<file path="config.mk">
export PLATFORM = sky130hd
export DESIGN_NAME = ifm_unit
export DESIGN_NICKNAME = d
export VERILOG_FILES = /design/src/hdl/ifm_pkg.sv /design/src/hdl/ifm_unit.sv /design/src/hdl/ifm_fall_edge.sv /design/src/hdl/ifm_flag_bit.sv
export VERILOG_INCLUDE_DIRS = /design/src /design/src/hdl
export SDC_FILE = /design/constraint.sdc
export NUM_CORES = 1
export LEC_CHECK = 0
export BUFFER_PORTS_ARGS = -buffer_cell sky130_fd_sc_hd__buf_2
export CAP_MARGIN = 0
export CELL_PAD_IN_SITES_DETAIL_PLACEMENT = 1
export CELL_PAD_IN_SITES_GLOBAL_PLACEMENT = 1
export CORE_UTILIZATION = 30
export DETAILED_ROUTE_END_ITERATION = 10
export HOLD_SLACK_MARGIN = 0.03
export PLACE_DENSITY = 0.65
export SYNTH_ARGS = -nofsm -noshare
export SYNTH_HDL_FRONTEND = slang
export SYNTH_SLANG_ARGS = --single-unit
</file>
<file path="constraint.sdc">
create_clock -name clk_in -period 3 [get_ports clk_in]
set_input_delay 0.45 -clock clk_in [delete_from_list [all_inputs] [get_ports clk_in]]
set_output_delay 0.45 -clock clk_in [all_outputs]
set_load 0.01 [all_outputs]
</file>
<file path="src/hdl/ifm_regs.svh">
// register offsets, field positions and reset values of the interrupt flag and mask unit
`ifndef IFM_REGS_SVH
`define IFM_REGS_SVH
`define IFM_ADDR_W 8
`define IFM_OFS_INPUT_MASK 8'he8
`define IFM_OFS_SW_MASK 8'hea
`define IFM_OFS_TIMER_MASK 8'heb
`define IFM_OFS_INPUT_FLAG 8'hed
`define IFM_OFS_SW_FLAGS 8'hee
`define IFM_OFS_TIMER_FLAGS 8'hef
`define IFM_BIT_TIMER_FAST 0
`define IFM_BIT_TIMER_MID 1
`define IFM_BIT_TIMER_SLOW 2
`define IFM_BIT_SW_FAST 0
`define IFM_BIT_SW_SLOW 1
`define IFM_BIT_INPUT_PEND 0
`define IFM_VEC_BIT_TIMER 0
`define IFM_VEC_BIT_SW 1
`define IFM_VEC_BIT_INPUT 2
`define IFM_RST_MASK 4'h0
`define IFM_RST_FLAG 4'h0
`define IFM_RST_GIE 1'b0
`endif

</file>
<file path="src/hdl/ifm_pkg.sv">
// types shared by the interrupt flag and mask unit
`default_nettype none
package ifm_pkg;
  typedef logic [3:0] ifm_nibble_t;
  typedef logic [2:0] ifm_vector_t;
  typedef enum logic [1:0] {
    IFM_RUN = 2'b00,
    IFM_HALTED = 2'b01,
    IFM_WAKE = 2'b11
  } ifm_core_state_e;
endpackage
`default_nettype wire

</file>
<file path="src/hdl/ifm_unit.sv">
// interrupt flag and mask unit: masks, clear-on-read flags, global enable, vector, halt wake
//
// Operation
// [RL1] nine sources: three timer taps, two stopwatch signals, four input lines
// [RL2] each source has a mask bit; one enables, zero masks
// [RL3] global enable flag, set by unmask op, cleared by mask op, gates all
// [RL4] accepting an interrupt clears the global enable flag in hardware
// [RL5] a halted core resumes when an interrupt occurs
// [RL6] input flag sets when an enabled input line is one
// [RL7] timer flags set on falling edges of 32, 8 and 2 Hz taps
// [RL8] stopwatch flags set on falling edges of 1 Hz and 10 Hz signals
// [RL9] every factor flag clears right after software reads its register
// [RL10] unused bits of mask and flag registers read as zero
// [RL11] reset clears all masks and flags
// [RL12] input mask at e8: bits 3..0 enable lines 3..0
// [RL13] stopwatch mask at ea: bit1 slow, bit0 fast, upper bits zero
// [RL14] timer mask at eb: bits 2,1,0 for 2, 8, 32 Hz; bit3 zero
// [RL15] input flag at ed bit0, other bits zero
// [RL16] stopwatch flags at ee: bit1 slow, bit0 fast, upper bits zero
// [RL17] timer flags at ef: bits 2,1,0 for 2, 8, 32 Hz
// [RL18] software reading flags while enabled must mind request timing races
// [RL19] vector is low three program counter bits, one per group
// [RL20] vector bit0 timer, bit1 stopwatch, bit2 input
// [RL21] timer and stopwatch flags set regardless of their masks
// [RL22] request stands while any flag and its mask are both one
`include "ifm_regs.svh"
`default_nettype none
module ifm_unit (
  input wire logic clk_in,
  input wire logic reset_n_in,
  // register access from the core
  input wire logic [`IFM_ADDR_W-1:0] addr_in,
  input wire logic rd_in,
  input wire logic wr_in,
  input wire ifm_pkg::ifm_nibble_t wdata_in,
  output ifm_pkg::ifm_nibble_t rdata_out,
  output logic rvalid_out,
  // core control
  input wire logic unmask_all_op_in,
  input wire logic mask_all_op_in,
  input wire logic halt_op_in,
  input wire logic irq_ack_in,
  // sources
  input wire logic [3:0] input_line_in,
  input wire logic [2:0] clock_divider_chain_in,
  input wire logic [1:0] stopwatch_upper_digit_in,
  // to the core
  output logic irq_out,
  output ifm_pkg::ifm_vector_t vector_out,
  output logic gie_out,
  output logic halted_out
);
  import ifm_pkg::*;

  logic rst_sync1_q;
  logic rst_sync2_q;
  logic rst_n;
  ifm_nibble_t input_mask_q;
  logic [1:0] sw_mask_q;
  logic [2:0] timer_mask_q;
  logic gie_q;
  ifm_core_state_e core_state_q;
  logic [2:0] timer_fall;
  logic [1:0] sw_fall;
  logic input_line_pending;
  logic stopwatch_slow_pending;
  logic stopwatch_fast_pending;
  logic timer_slow_pending;
  logic timer_mid_pending;
  logic timer_fast_pending;
  logic [1:0] sw_pend;
  logic [2:0] timer_pend;
  logic input_set;
  logic rd_input_flag;
  logic rd_sw_flags;
  logic rd_timer_flags;
  logic grp_timer;
  logic grp_sw;
  logic grp_input;
  logic request;
  ifm_nibble_t rdata_d;
  logic gie_d;
  logic irq_d;
  ifm_vector_t vector_d;
  logic halted_d;

  // two-flop release of the asynchronous reset
  always_ff @(posedge clk_in or negedge reset_n_in) begin
    if (!reset_n_in) begin
      rst_sync1_q <= 1'b0;
      rst_sync2_q <= 1'b0;
    end else begin
      rst_sync1_q <= 1'b1;
      rst_sync2_q <= rst_sync1_q;
    end
  end
  assign rst_n = rst_sync2_q;

  // address decode, used by both the mask writes and the clear strobes
  function automatic logic hit(input logic [`IFM_ADDR_W-1:0] a, input logic [`IFM_ADDR_W-1:0] ofs);
    hit = (a == ofs);
  endfunction

  // one if any source is high while its enable bit is one; narrower groups are zero-extended
  function automatic logic any_enabled(input ifm_nibble_t src, input ifm_nibble_t en);
    any_enabled = |(src & en);
  endfunction

  assign rd_input_flag = rd_in && hit(addr_in, `IFM_OFS_INPUT_FLAG);
  assign rd_sw_flags = rd_in && hit(addr_in, `IFM_OFS_SW_FLAGS);
  assign rd_timer_flags = rd_in && hit(addr_in, `IFM_OFS_TIMER_FLAGS);

  // input-line mask, all four bits stored
  always_ff @(posedge clk_in or negedge rst_n) begin
    if (!rst_n) begin
      input_mask_q <= `IFM_RST_MASK; // RL11
    end else if (wr_in && hit(addr_in, `IFM_OFS_INPUT_MASK)) begin
      input_mask_q <= wdata_in; // RL12
    end
  end

  // stopwatch mask; bits 3..2 are never stored so they read zero
  always_ff @(posedge clk_in or negedge rst_n) begin
    if (!rst_n) begin
      sw_mask_q <= 2'h0; // RL11
    end else if (wr_in && hit(addr_in, `IFM_OFS_SW_MASK)) begin
      sw_mask_q <= wdata_in[1:0]; // RL13
    end
  end

  // timer mask; bit 3 is never stored so it reads zero
  always_ff @(posedge clk_in or negedge rst_n) begin
    if (!rst_n) begin
      timer_mask_q <= 3'h0; // RL11
    end else if (wr_in && hit(addr_in, `IFM_OFS_TIMER_MASK)) begin
      timer_mask_q <= wdata_in[2:0]; // RL14
    end
  end

  // edge detection on the divider taps and stopwatch signals
  ifm_fall_edge #(.WIDTH(3)) u_timer_edge (
    .clk_in(clk_in),
    .rst_n_in(rst_n),
    .level_in(clock_divider_chain_in),
    .fall_out(timer_fall)
  );
  ifm_fall_edge #(.WIDTH(2)) u_sw_edge (
    .clk_in(clk_in),
    .rst_n_in(rst_n),
    .level_in(stopwatch_upper_digit_in),
    .fall_out(sw_fall)
  );

  // level-sensitive input set: a line held high re-sets the flag after a read
  assign input_set = any_enabled(input_line_in, input_mask_q); // RL6

  ifm_flag_bit u_input_flag (
    .clk_in(clk_in),
    .rst_n_in(rst_n),
    .set_in(input_set),
    .clear_in(rd_input_flag), // RL9
    .flag_out(input_line_pending)
  );

  // timer and stopwatch flags ignore their masks
  ifm_flag_bit u_timer_fast (
    .clk_in(clk_in),
    .rst_n_in(rst_n),
    .set_in(timer_fall[`IFM_BIT_TIMER_FAST]), // RL7 RL21
    .clear_in(rd_timer_flags), // RL9
    .flag_out(timer_fast_pending)
  );
  ifm_flag_bit u_timer_mid (
    .clk_in(clk_in),
    .rst_n_in(rst_n),
    .set_in(timer_fall[`IFM_BIT_TIMER_MID]), // RL7 RL21
    .clear_in(rd_timer_flags),
    .flag_out(timer_mid_pending)
  );
  ifm_flag_bit u_timer_slow (
    .clk_in(clk_in),
    .rst_n_in(rst_n),
    .set_in(timer_fall[`IFM_BIT_TIMER_SLOW]), // RL7 RL21
    .clear_in(rd_timer_flags),
    .flag_out(timer_slow_pending)
  );
  ifm_flag_bit u_sw_fast (
    .clk_in(clk_in),
    .rst_n_in(rst_n),
    .set_in(sw_fall[`IFM_BIT_SW_FAST]), // RL8 RL21
    .clear_in(rd_sw_flags), // RL9
    .flag_out(stopwatch_fast_pending)
  );
  ifm_flag_bit u_sw_slow (
    .clk_in(clk_in),
    .rst_n_in(rst_n),
    .set_in(sw_fall[`IFM_BIT_SW_SLOW]), // RL8 RL21
    .clear_in(rd_sw_flags),
    .flag_out(stopwatch_slow_pending)
  );

  assign sw_pend = {stopwatch_slow_pending, stopwatch_fast_pending};
  assign timer_pend = {timer_slow_pending, timer_mid_pending, timer_fast_pending};

  // group requests: flag and mask both one (input uses its flag alone), held until the flag is read
  assign grp_timer = any_enabled({1'b0, timer_pend}, {1'b0, timer_mask_q}); // RL2 RL22
  assign grp_sw = any_enabled({2'h0, sw_pend}, {2'h0, sw_mask_q}); // RL2 RL22
  assign grp_input = input_line_pending; // input flag can only set when unmasked
  assign request = grp_timer | grp_sw | grp_input; // RL1

  // read mux; unmapped addresses and unused bits read zero
  always_comb begin
    rdata_d = 4'h0; // RL10
    case (addr_in)
      `IFM_OFS_INPUT_MASK: rdata_d = input_mask_q;
      `IFM_OFS_SW_MASK: rdata_d = {2'h0, sw_mask_q}; // RL13
      `IFM_OFS_TIMER_MASK: rdata_d = {1'h0, timer_mask_q}; // RL14
      `IFM_OFS_INPUT_FLAG: rdata_d = {3'h0, input_line_pending}; // RL15
      `IFM_OFS_SW_FLAGS: rdata_d = {2'h0, sw_pend}; // RL16
      `IFM_OFS_TIMER_FLAGS: rdata_d = {1'h0, timer_pend}; // RL17
      default: rdata_d = 4'h0;
    endcase
  end

  // read data is registered, so it carries the flag value before the clear
  always_ff @(posedge clk_in or negedge rst_n) begin
    if (!rst_n) begin
      rdata_out <= 4'h0;
    end else if (rd_in) begin
      rdata_out <= rdata_d;
    end
  end

  // answer marker, one cycle after each read strobe
  always_ff @(posedge clk_in or negedge rst_n) begin
    if (!rst_n) begin
      rvalid_out <= 1'b0;
    end else begin
      rvalid_out <= rd_in;
    end
  end

  // next global enable; acceptance beats a simultaneous unmask op so no nested take
  always_comb begin
    gie_d = gie_q;
    if (irq_ack_in) begin
      gie_d = 1'b0; // RL4
    end else if (mask_all_op_in) begin
      gie_d = 1'b0; // RL3
    end else if (unmask_all_op_in) begin
      gie_d = 1'b1; // RL3
    end
  end

  // global enable flag
  always_ff @(posedge clk_in or negedge rst_n) begin
    if (!rst_n) begin
      gie_q <= `IFM_RST_GIE;
    end else begin
      gie_q <= gie_d;
    end
  end

  // request needs the enable now and next, so it drops in the edge of an accept or mask op
  assign irq_d = request && gie_q && gie_d; // RL3 RL22

  // vector bits, one per group with a flag and its mask both one
  always_comb begin
    vector_d = 3'h0;
    vector_d[`IFM_VEC_BIT_TIMER] = grp_timer; // RL19 RL20
    vector_d[`IFM_VEC_BIT_SW] = grp_sw; // RL20
    vector_d[`IFM_VEC_BIT_INPUT] = grp_input; // RL20
  end

  // request to the core
  always_ff @(posedge clk_in or negedge rst_n) begin
    if (!rst_n) begin
      irq_out <= 1'b0;
    end else begin
      irq_out <= irq_d;
    end
  end

  // group vector to the core
  always_ff @(posedge clk_in or negedge rst_n) begin
    if (!rst_n) begin
      vector_out <= 3'h0;
    end else begin
      vector_out <= vector_d;
    end
  end

  // enable copy takes the next value, so it never trails an unmask op by a cycle
  always_ff @(posedge clk_in or negedge rst_n) begin
    if (!rst_n) begin
      gie_out <= `IFM_RST_GIE;
    end else begin
      gie_out <= gie_d;
    end
  end

  // halt tracking: any unmasked request ends halt, even with the global flag clear
  always_ff @(posedge clk_in or negedge rst_n) begin
    if (!rst_n) begin
      core_state_q <= IFM_RUN;
    end else begin
      case (core_state_q)
        IFM_RUN: begin
          if (halt_op_in) begin
            core_state_q <= IFM_HALTED;
          end
        end
        IFM_HALTED: begin
          if (request) begin
            core_state_q <= IFM_WAKE; // RL5
          end
        end
        IFM_WAKE: core_state_q <= IFM_RUN;
        default: core_state_q <= IFM_RUN;
      endcase
    end
  end

  // halted next value: raised by the halt op, dropped in the edge that sees the wake
  always_comb begin
    halted_d = 1'b0;
    case (core_state_q)
      IFM_RUN: halted_d = halt_op_in;
      IFM_HALTED: halted_d = !request; // RL5
      IFM_WAKE: halted_d = 1'b0;
      default: halted_d = 1'b0;
    endcase
  end

  // halted flag to the core
  always_ff @(posedge clk_in or negedge rst_n) begin
    if (!rst_n) begin
      halted_out <= 1'b0;
    end else begin
      halted_out <= halted_d;
    end
  end
endmodule
`default_nettype wire

</file>
<file path="src/hdl/ifm_fall_edge.sv">
// falling edge detector for one group of divider taps or stopwatch signals
`default_nettype none
module ifm_fall_edge #(
  parameter int WIDTH = 3
) (
  input wire logic clk_in,
  input wire logic rst_n_in,
  input wire logic [WIDTH-1:0] level_in,
  output logic [WIDTH-1:0] fall_out
);
  logic [WIDTH-1:0] prev_q;

  // previous level; reset to zero so no false edge right after reset
  always_ff @(posedge clk_in or negedge rst_n_in) begin
    if (!rst_n_in) begin
      prev_q <= '0;
    end else begin
      prev_q <= level_in;
    end
  end

  assign fall_out = prev_q & ~level_in;
endmodule
`default_nettype wire

</file>
<file path="src/hdl/ifm_flag_bit.sv">
// one clear-on-read factor flag where a set beats a read in the same cycle
`default_nettype none
module ifm_flag_bit (
  input wire logic clk_in,
  input wire logic rst_n_in,
  input wire logic set_in,
  input wire logic clear_in,
  output logic flag_out
);
  // set wins over clear so an event landing on the read is kept
  always_ff @(posedge clk_in or negedge rst_n_in) begin
    if (!rst_n_in) begin
      flag_out <= 1'b0;
    end else if (set_in) begin
      flag_out <= 1'b1;
    end else if (clear_in) begin
      flag_out <= 1'b0;
    end
  end
endmodule
`default_nettype wire

</file>
==> metrics.txt, run 1 <==
Worst Hold Class register to asynchronous set/reset pin; worst path bufs/invs 1; # clock sinks 35; XOR/XNOR share of the synthesized area 0.581%; CTS Buf Count 5; # resized after CTS 0; clk_skew 6.15 ps; Initial Util 31.5%; Critical Path End Type register; final wirelength 3380 um; Peak supply drop 0.000232 V; #FFs+latches synth 35; worst-case clock buffer depth 2; GPL Wtd Cong 0.788; nets 191; Simple-Gate Fraction of Synth Area 15.0%; routed len/inst 14.7 um; remaining antenna violation count 0; Iteration-0 DRC Markers 39; setup violators final 0; Die Ht 72.9 um; critical-path cell list buf_2 > and2b_1 > nand4_1 > nor2_1 > mux2_2; worst r2r src u_timer_fast.flag_out; Unique masters post-synth 34; vias in the first global route 1,126; CTS root buf clkbuf_8; mux cell area share after synthesis 12.9%; asr flop ratio synth 100%; Rows 25; Post-synth EDFFs 0; setup TNS 0 ps; commonest cells in the netlist dfrtp_1, mux2_2, inv_1, nor2_1, mux2i_1; CP Class input pin to register; R2R cell count 4; first-pass GRT wire length 5510 um; CP max-delay cell mux2_2; Synth Area in Compound Gates 9.14%; Buffers on Ports 39; min cycle time layout 1430 ps; synth top area cells dfrtp_1, mux2_2, mux2i_1, a22o_1, inv_1; Max Slew Vio Count 0; Pleak 0.000898 uW; DP HPWL 2680 um; DR vias/cell 4.75; ys flop type dfrtp_1; DR pass1 iterations 4; clk_lat worst skew 290 ps; Post-CTS Setup Repair Bufs 0; Syn Inst Count 118; Peak Freq 0.697 GHz; peak per-stage delay on the critical path 380 ps; CP Max Fanout 3; max_cap viols 0; Ys Warns 0; area growth from synthesis to layout 23.3%; Cell Area, Synth 0.00151 sq mm; Post-route DRC 0; Avg Synthesized Cell Area 12.8 sq um; largest net degree at the start of global routing 34; CP Data Arrival Time 1610 ps; CP Launch Type input pin; Period Utilization, post-route 47.8%; Final Hold Viols 0; WHS 268 ps; share of cells above drive strength 1 39.9%; vias post-DR 1,092; placed cell area 0.00176 sq mm; GRT overflow 0; WP data required 3170 ps; Ant. Diodes 0; delay-heaviest family, CP simple AND/OR/NAND/NOR gates; power density cells 538 mW/mm^2; Synth Area in Adders 0%; die width 72.9 um; main combinational cell family by area after synthesis simple AND/OR/NAND/NOR gates; Synth top area share 58.1%; RSZ-0062 raised after global routing false; status completed; FF-to-FF setup slack 1590 ps; register area share after synthesis 58.1%; Final Instance Area 0.00186 sq mm; Core Box Area 0.00479 sq mm; clock-pin slew on the worst setup and hold paths 70 ps; initial antenna violation count 0; CTS tree yes; die area 0.00531 sq mm; GRT Resource Usage Total 14.4%; Yosys top cell by area dfrtp_1; io pins 40; H-tree levels 2; most common cell in the netlist dfrtp_1; syn_nets 147; reg2reg end halted_out
cell type report:
class / count / area (sq um)
repair buffers: 41 / 213
clock inverters: 3 / 15.0
inverters: 8 / 30.0
clock buffers: 5 / 68.8
well taps: 67 / 83.8
multi-input cells: 71 / 571
fillers: 535 / 2930
flip-flops and latches: 35 / 876
report_power, final:
part / internal, uW / switching (uW) / total [uW]
logic: 63.7 / 68.2 / 132
clock network: 159 / 166 / 325
registers: 515 / 28.2 / 543
total: 737 / 263 / 1000
flip-flops by register name (all words and copies together), names as in the netlist, 2 cells and up:
register             flops
u_timer_edge.prev_q      3
core_state_q             2
timer_mask_q             3
input_mask_q             4
rdata_out                4
u_sw_edge.prev_q         2
vector_out               3
sw_mask_q                2
kinds of logic (layout without fill, tap and decap cells):
kind of cell / after synthesis / after routing
muxes: 18 / 18
DFF: 35 / 35
buffers and inverters: 12 / 57
xor gates and xnor gates: 1 / 1
other: 1 / 1
AOI/OAI and AO/OA: 18 / 18
and+or+nand+nor: 33 / 33
per-layer routing:
| metal | vias up | track usage, % | share of wire (%) |
|---|---|---|---|
| met5 | - | 0 | 0 |
| met4 | 0 | 6.54 | 1.8 |
| met3 | 5 | 4.97 | 3.1 |
| met2 | 21 | 24.8 | 52 |
| met1 | 556 | 16.2 | 43 |
| li1 | 510 | - | - |
placed cells by master (no fill, tap or decap), types with 3 or more instances in the layout:
| cell type | n |
|---|---|
| mux2i_1 | 7 |
| inv_1 | 8 |
| clkinv_2 | 3 |
| nand2_1 | 4 |
| mux2_2 | 11 |
| nor3_1 | 3 |
| a22oi_1 | 3 |
| dfrtp_1 | 35 |
| clkbuf_8 | 5 |
| buf_2 | 39 |
| nor2_1 | 8 |
| a22o_1 | 6 |
| nand4_1 | 4 |
metrics by stage:
step	std cells	util, %	total power [uW]	setup WS, ps
after detailed placement	221	36.8	686	1260
after global routing	230	38.8	1050	1440
final	230	38.8	1000	1570
after floorplan	118	-	625	1500
after global placement	221	36.8	677	1320
after CTS	230	38.8	1010	1560
worst max path at each step:
stage | startpoint | end | slack [ps] | cells past startpoint
3_5_place_dp | addr_in[4] | timer_mask_q[1] | 1260 | 5
4_1_cts | u_timer_mid.flag_out | halted_out | 1560 | 4
3_3_place_gp | addr_in[0] | sw_mask_q[0] | 1320 | 4
2_1_floorplan | addr_in[0] | sw_mask_q[0] | 1500 | 4
5_1_grt | u_timer_mid.flag_out | halted_out | 1440 | 4
6_report | addr_in[4] | timer_mask_q[1] | 1570 | 5
what timing repair did:
item,in CTS,in global routing
endpoints found under the hold margin,2,0
hold buffers,1,0
endpoints found under the setup margin,0,0
No activity file was read; power rests on OpenSTA's default activity.
==> inputs of run 2 (changes only) <==
--- a/config.mk
+++ b/config.mk
@@ -13,7 +13,7 @@
 export CORE_UTILIZATION = 30
 export DETAILED_ROUTE_END_ITERATION = 10
 export HOLD_SLACK_MARGIN = 0.03
-export PLACE_DENSITY = 0.65
+export PLACE_DENSITY = 0.67
 export SYNTH_ARGS = -nofsm -noshare
 export SYNTH_HDL_FRONTEND = slang
 export SYNTH_SLANG_ARGS = --single-unit
==> constraint.sdc (replaced) <==
create_clock -name clk_in -period 1.3 [get_ports clk_in]
set_input_delay 0.195 -clock clk_in [delete_from_list [all_inputs] [get_ports clk_in]]
set_output_delay 0.195 -clock clk_in [all_outputs]
set_load 0.01 [all_outputs]
==> run 2 against run 1 <==
  * The run now ends with negative setup slack left
  * Wire length increased by 15%
  * Global-route usage increased by 1.3 points
  * First-iteration DRC count decreased by 7.7%
  * Via count increased by 7.6%
  * Setup slack got worse by 1700 ps
  * Largest power group unchanged
  * Cell count increased by 8.3%
  * Critical path depth decreased by 1
  * Clock-buffer cell count increased by 1
  * Clock power increased by 140%
  * Combinational power increased to 2.9 times the previous value
  * Core utilization increased by 4.2 points
  * Cell area increased by 11%
==> metrics.txt, run 2 (synthesized netlist as in run 1, its figures left out) <==
GRT overflow 0 (unchanged); die area 0.00531 sq mm (unchanged); routed len/inst 15.6 um (+6.4%); Ant. Diodes 0 (unchanged); CTS root buf clkbuf_8; Largest regs input_mask_q x4, rdata_out x4; CP Data Arrival Time 1620 ps (about the same); worst-case clock buffer depth 2 (unchanged); Pleak 0.000988 uW (+10%); CP Launch Type register; CP max-delay cell a222oi_1; Worst Hold Class input pin to register; Rows 25 (unchanged); Setup WS pre-CTS -116 ps (-1370 ps); critical-path cell list a222oi_1 > nor3b_4 > mux2i_1 > nor2_1; worst path bufs/invs 0 (-1); min cycle time layout 1390 ps; WHS 73.8 ps (-194 ps); Core Box Area 0.00479 sq mm (unchanged); Slew @ Worst Pin 540 ps; CP Class register to register; RSZ-0062 raised after global routing true; Peak supply drop 0.000405 V (+74%); delay-heaviest family, CP simple AND/OR/NAND/NOR gates; nets 210 (+9.9%); first-pass GRT wire length 6070 um (+10%); Worst Hold Depth 2; commonest non-fill, non-tap cells in the layout buf_2, dfrtp_1, buf_4; area growth from synthesis to layout 36.6%; clock-pin slew on the worst setup and hold paths 70 ps (about the same); DR vias/cell 4.72 (-0.61%); Final WS setup -94.2 ps (-1660 ps); failing checks negative setup slack; CTS Buf Count 5 (unchanged); most common cell after layout, fill and taps aside buf_2; Slew headroom 63.5%; Period Utilization, post-route 107%; DP HPWL 2830 um (+5.6%); H-tree levels 2 (unchanged); Initial Util 31.5% (unchanged); remaining antenna violation count 0 (unchanged); clk_lat worst skew 290 ps (about the same); Max Slew Vio Count 0 (unchanged); # clock sinks 35 (unchanged); largest net degree at the start of global routing 34 (unchanged); max_cap viols 0 (unchanged); clk_skew 6.03 ps (-0.118 ps); vias post-DR 1,175 (+7.6%); R2R cell count 4 (unchanged); final wirelength 3890 um (+15%); GPL Wtd Cong 0.856 (+8.6%); peak per-stage delay on the critical path 410 ps (+30 ps); Buffers on Ports 39 (unchanged); CP Max Fanout 3 (unchanged); WP data required 1530 ps (-1640 ps); share of cells above drive strength 1 45.1% (+5.2 points); Final Hold Viols 0 (unchanged); Post-route DRC 0 (unchanged); setup violators final 3 (+3); CTS tree yes; initial antenna violation count 0 (unchanged); status complete, but fails checks; vias in the first global route 1,305 (+16%); power density cells 1170 mW/mm^2 (+120%); DR pass1 iterations 4 (unchanged); die width 72.9 um (unchanged); Overall Power 2420 uW (+140%); Critical Path End Type register; final core utilization 43.0% (+4.2 points); cell depth of the worst setup path 4 (-1); Iteration-0 DRC Markers 36 (-7.7%); Peak Freq 0.717 GHz; io pins 40 (unchanged); GRT Resource Usage Total 15.7% (+1.3 points); Die Ht 72.9 um (unchanged)
run 2: what timing repair did:
action | CTS | global route
buffers inserted | 5 | 2
resized for setup | 6 | 3
hold endpoints to repair | 7 | 0
setup endpoints to repair | 4 | 6
pin swaps | 2 | 2
hold buffers | 6 | 0
run 2: worst reg2reg max path, stage by stage (launching register included):
cell	delay, ps
dfrtp_1	390
a222oi_1	410
nor3b_4	320
mux2i_1	120
nor2_1	90
run 2: area by class of cell:
| type | count | area [sq um] |
|---|---|---|
| clock buffer | 6 | 72.6 |
| clock inverter | 2 | 12.5 |
| fill | 532 | 2730 |
| inverter | 8 | 30.0 |
| multi-input combinational | 71 | 608 |
| sequential | 35 | 876 |
| tap | 67 | 83.8 |
| timing repair buffer | 60 | 375 |
run 2: power breakdown:
part	total (uW)	switching, uW	internal (uW)	leakage, uW
Clock	774	400	374	0.0000412
Sequential	1260	68.1	1190	0.000426
Combinational	388	187	200	0.000521
run 2: routing by layer:
layer	global-route usage, %	up-vias	share of wire (%)
li1	-	548	-
met1	17.1	585	41
met2	27.5	33	52
met3	5.39	9	5.4
met4	7.41	0	2.5
met5	0	-	0
run 2: through the flow:
stage	cell area, sq um	TNS [ps]	cells
after global routing	2060	-430	249
after floorplan	1510	0	118
after global placement	1830	-219	230
after detailed placement	1830	-541	230
after CTS	2040	-154	249
final	2060	-136	249
run 2: final timing paths:
| kind | slack, ps | end | start |
|---|---|---|---|
| max | -90 | halted_out | timer_mask_q[0] |
| max reg2reg | -90 | halted_out | timer_mask_q[0] |
| min in group asynchronous | 210 | rst_sync1_q | reset_n_in |
| min reg2reg | 280 | u_timer_mid.flag_out | rst_n |
| max in group asynchronous | 710 | input_mask_q[3] | rst_n |
| min | 70 | irq_out | mask_all_op_in |
==> inputs of run 3 (changes only) <==
--- a/config.mk
+++ b/config.mk
@@ -13,7 +13,9 @@
 export CORE_UTILIZATION = 30
 export DETAILED_ROUTE_END_ITERATION = 10
 export HOLD_SLACK_MARGIN = 0.03
-export PLACE_DENSITY = 0.67
+export PLACE_DENSITY = 0.68
+export RECOVER_POWER = 25
 export SYNTH_ARGS = -nofsm -noshare
 export SYNTH_HDL_FRONTEND = slang
+export SYNTH_HIERARCHICAL = 1
 export SYNTH_SLANG_ARGS = --single-unit
==> run 3 against run 2 <==
  * Worst hold slack about the same
  * Combinational power down 14%
  * Via count down 6.2%
  * Wire length down 12%
  * Clock-buffer cell count unchanged
  * The flow still finishes with violations (negative setup slack)
  * Setup slack worse by 130 ps
==> metrics.txt, run 3 <==
status complete, but fails checks; failing checks negative setup slack; #FFs+latches synth 35 (unchanged); CTS tree yes; syn_nets 149 (+1.4%); CTS Buf Count 5 (unchanged); Avg Synthesized Cell Area 12.3 sq um (-3.9%); most common cell in the netlist dfrtp_1; commonest non-fill, non-tap cells in the layout dfrtp_1, buf_2, buf_4; Slew @ Worst Pin 793 ps (+253 ps); Seq. cell area 876 sq um (unchanged); commonest cells in the netlist dfrtp_1, inv_1, nor2_1, mux2_2; Critical Path End Type register; WP data required 1480 ps (-50 ps); ys flop type dfrtp_1; Core Box Area 0.00472 sq mm (-1.3%); Overall Power 2340 uW (-3.0%); Max Slew Vio Count 0 (unchanged); GPL Wtd Cong 0.809 (-5.5%); DP HPWL 2740 um (-3.2%); Period Utilization, post-route 117% (+10 points); clock-pin slew on the worst setup and hold paths 60 ps (about the same); power density cells 1200 mW/mm^2 (+2.4%); min cycle time layout 1530 ps (+133 ps); remaining antenna violation count 0 (unchanged); vias in the first global route 1,183 (-9.3%); Switch Pwr 574 uW (-12%); synth top area cells dfrtp_1, mux2_2, nor2b_4, mux2i_1, a21o_1; CP Max Fanout 2 (-1); Setup WS pre-CTS -312 ps (-197 ps); Largest regs input_mask_q x4, rdata_out x4; critical-path cell list a222oi_1 > or3b_4 > and3_4; clk_skew 3.05 ps (-2.99 ps); die width 72.1 um (-1.1%); GRT overflow 0 (unchanged); register area share after synthesis 59.5% (+1.3 points); Final Hold Viols 0 (unchanged); Die Ht 72.1 um (-1.1%); io pins 40 (unchanged); Yosys top cell by area dfrtp_1; delay-heaviest family, CP simple AND/OR/NAND/NOR gates; RSZ-0062 raised after global routing true; nets 208 (-0.95%); max_cap viols 0 (unchanged); vias post-DR 1,102 (-6.2%); area growth from synthesis to layout 32.4%; setup violators final 3 (unchanged); Syn Inst Count 120 (+1.7%); Cell Area, Synth 0.00147 sq mm (-2.2%); die area 0.00519 sq mm (-2.2%); asr flop ratio synth 100% (unchanged); Final WS setup -227 ps (-133 ps); Unique masters post-synth 33 (-2.9%); Worst Hold Class input pin to register; # clock sinks 35 (unchanged); Post-synth EDFFs 0 (unchanged); Ys Warns 6 (+6); Synth top area share 59.5% (+1.3 points); DR vias/cell 4.48 (-5.1%); CP Data Arrival Time 1700 ps (+80 ps); GRT Resource Usage Total 15.0% (-0.72 points); Reg power frac 52.9% (+1.0 points); setup TNS -598 ps (-462 ps); Buffers on Ports 39 (unchanged); routed len/inst 13.8 um (-11%); Net Sw Frac 24.5% (-2.6 points); Rows 25 (unchanged); clk_lat worst skew 280 ps (about the same); cell-internal power 1770 uW (+0.45%); Post-route DRC 0 (unchanged); initial antenna violation count 0 (unchanged); Initial Util 31.2% (-0.30 points); Fillers 531 (-0.19%); Logic pwr share 14.3% (-1.7 points); CP max-delay cell or3b_4; CP Launch Type register; Ant. Diodes 0 (unchanged); Peak Freq 0.655 GHz (-8.7%); most common cell after layout, fill and taps aside dfrtp_1; CTS root buf clkbuf_8; worst-case clock buffer depth 2 (unchanged); Iteration-0 DRC Markers 34 (-5.6%); largest net degree at the start of global routing 34 (unchanged); worst path bufs/invs 0 (unchanged); Peak supply drop 0.000382 V (-5.6%); peak per-stage delay on the critical path 440 ps (+30 ps); DR pass1 iterations 4 (unchanged); first-pass GRT wire length 5810 um (-4.2%); share of cells above drive strength 1 40.2% (-4.8 points); Pleak 0.000926 uW (-6.3%); Slew headroom 47.1% (-16 points); CP Class register to register; H-tree levels 2 (unchanged); final wirelength 3410 um (-12%); multi-input logic area 558 sq um (-8.2%); share of power burned in the clock network 32.8% (+0.8 points)
==> run 3: metal layers <==
metal  up-vias  global-route usage (%)  wire length (um)
met5         -                       0                 0
met3         7                    4.44               122
met1       538                    17.6              1350
li1        529                       -                 -
met4         0                    6.54                83
met2        28                    25.5              1850
==> run 3: path summary, 6_finish.rpt <==
path	from	end	slack [ps]	cells past startpoint
max reg2reg	timer_mask_q[0]	irq_out	-230	3
max in group asynchronous	rst_n	rdata_out[3]	400	1
min in group asynchronous	reset_n_in	rst_sync1_q	220	2
min reg2reg	rst_sync1_q	rst_n	360	0
min	stopwatch_upper_digit_in[0]	u_sw_edge/prev_q[0]	70	1
max	timer_mask_q[0]	irq_out	-230	3
==> run 3: power by group through the flow <==
stage	sequential (uW)	combinational (uW)	clock (uW)
floorplan	1280	143	0
global placement	1250	303	0
detailed placement	1260	319	0
CTS	1240	322	804
global route	1250	375	842
finish	1240	334	769
==> run 3: what timing repair did <==
| action | 4_1_cts | 5_1_grt |
|---|---|---|
| buffers inserted | 0 | 1 |
| setup endpoints to repair | 6 | 3 |
| hold buffers | 1 | 0 |
| cloned | 0 | 0 |
| pin swaps | 3 | 1 |
| hold endpoints to repair | 2 | 0 |
| gates resized for setup | 1 | 2 |
==> run 3: cell families (layout without fill, tap and decap cells) <==
family          after synthesis  after routing  synth area share, %
simple gates                 36             36                 15.8
mux                          14             14                 10.3
compound gates               20             20                 10.0
xor+xnor                      1              1                0.595
flops                        35             35                 59.5
buf+inv                      13             72                 3.57
other cells                   1              1                0.255
==> run 3: through the flow <==
| stage | util, % | instance area, sq um | hold slack [ps] | instances |
|---|---|---|---|---|
| after detailed placement | 39.1 | 1850 | -17.1 | 237 |
| after floorplan | - | 1480 | -101 | 120 |
| after CTS | 41.2 | 1950 | 48.7 | 245 |
| after global placement | 39.1 | 1850 | -20.4 | 237 |
| final | 41.3 | 1950 | 73.4 | 246 |
| after global routing | 41.3 | 1950 | 63.4 | 246 |
==> run 3: final cells by class <==
class                           count  share of cell area (%)
Sequential cell                    35                    44.9
Inverter                           10                    1.93
Multi-Input combinational cell     72                    28.6
Timing Repair Buffer               55                    15.7
Clock buffer                        6                    4.24
Tap cell                           67                    4.30
Clock inverter                      1                   0.257
==> run 3: worst reg2reg max path, stage by stage, from the launching register on <==
cell      delay (ps)
dfrtp_1          380
a222oi_1         430
or3b_4           440
and3_4           170
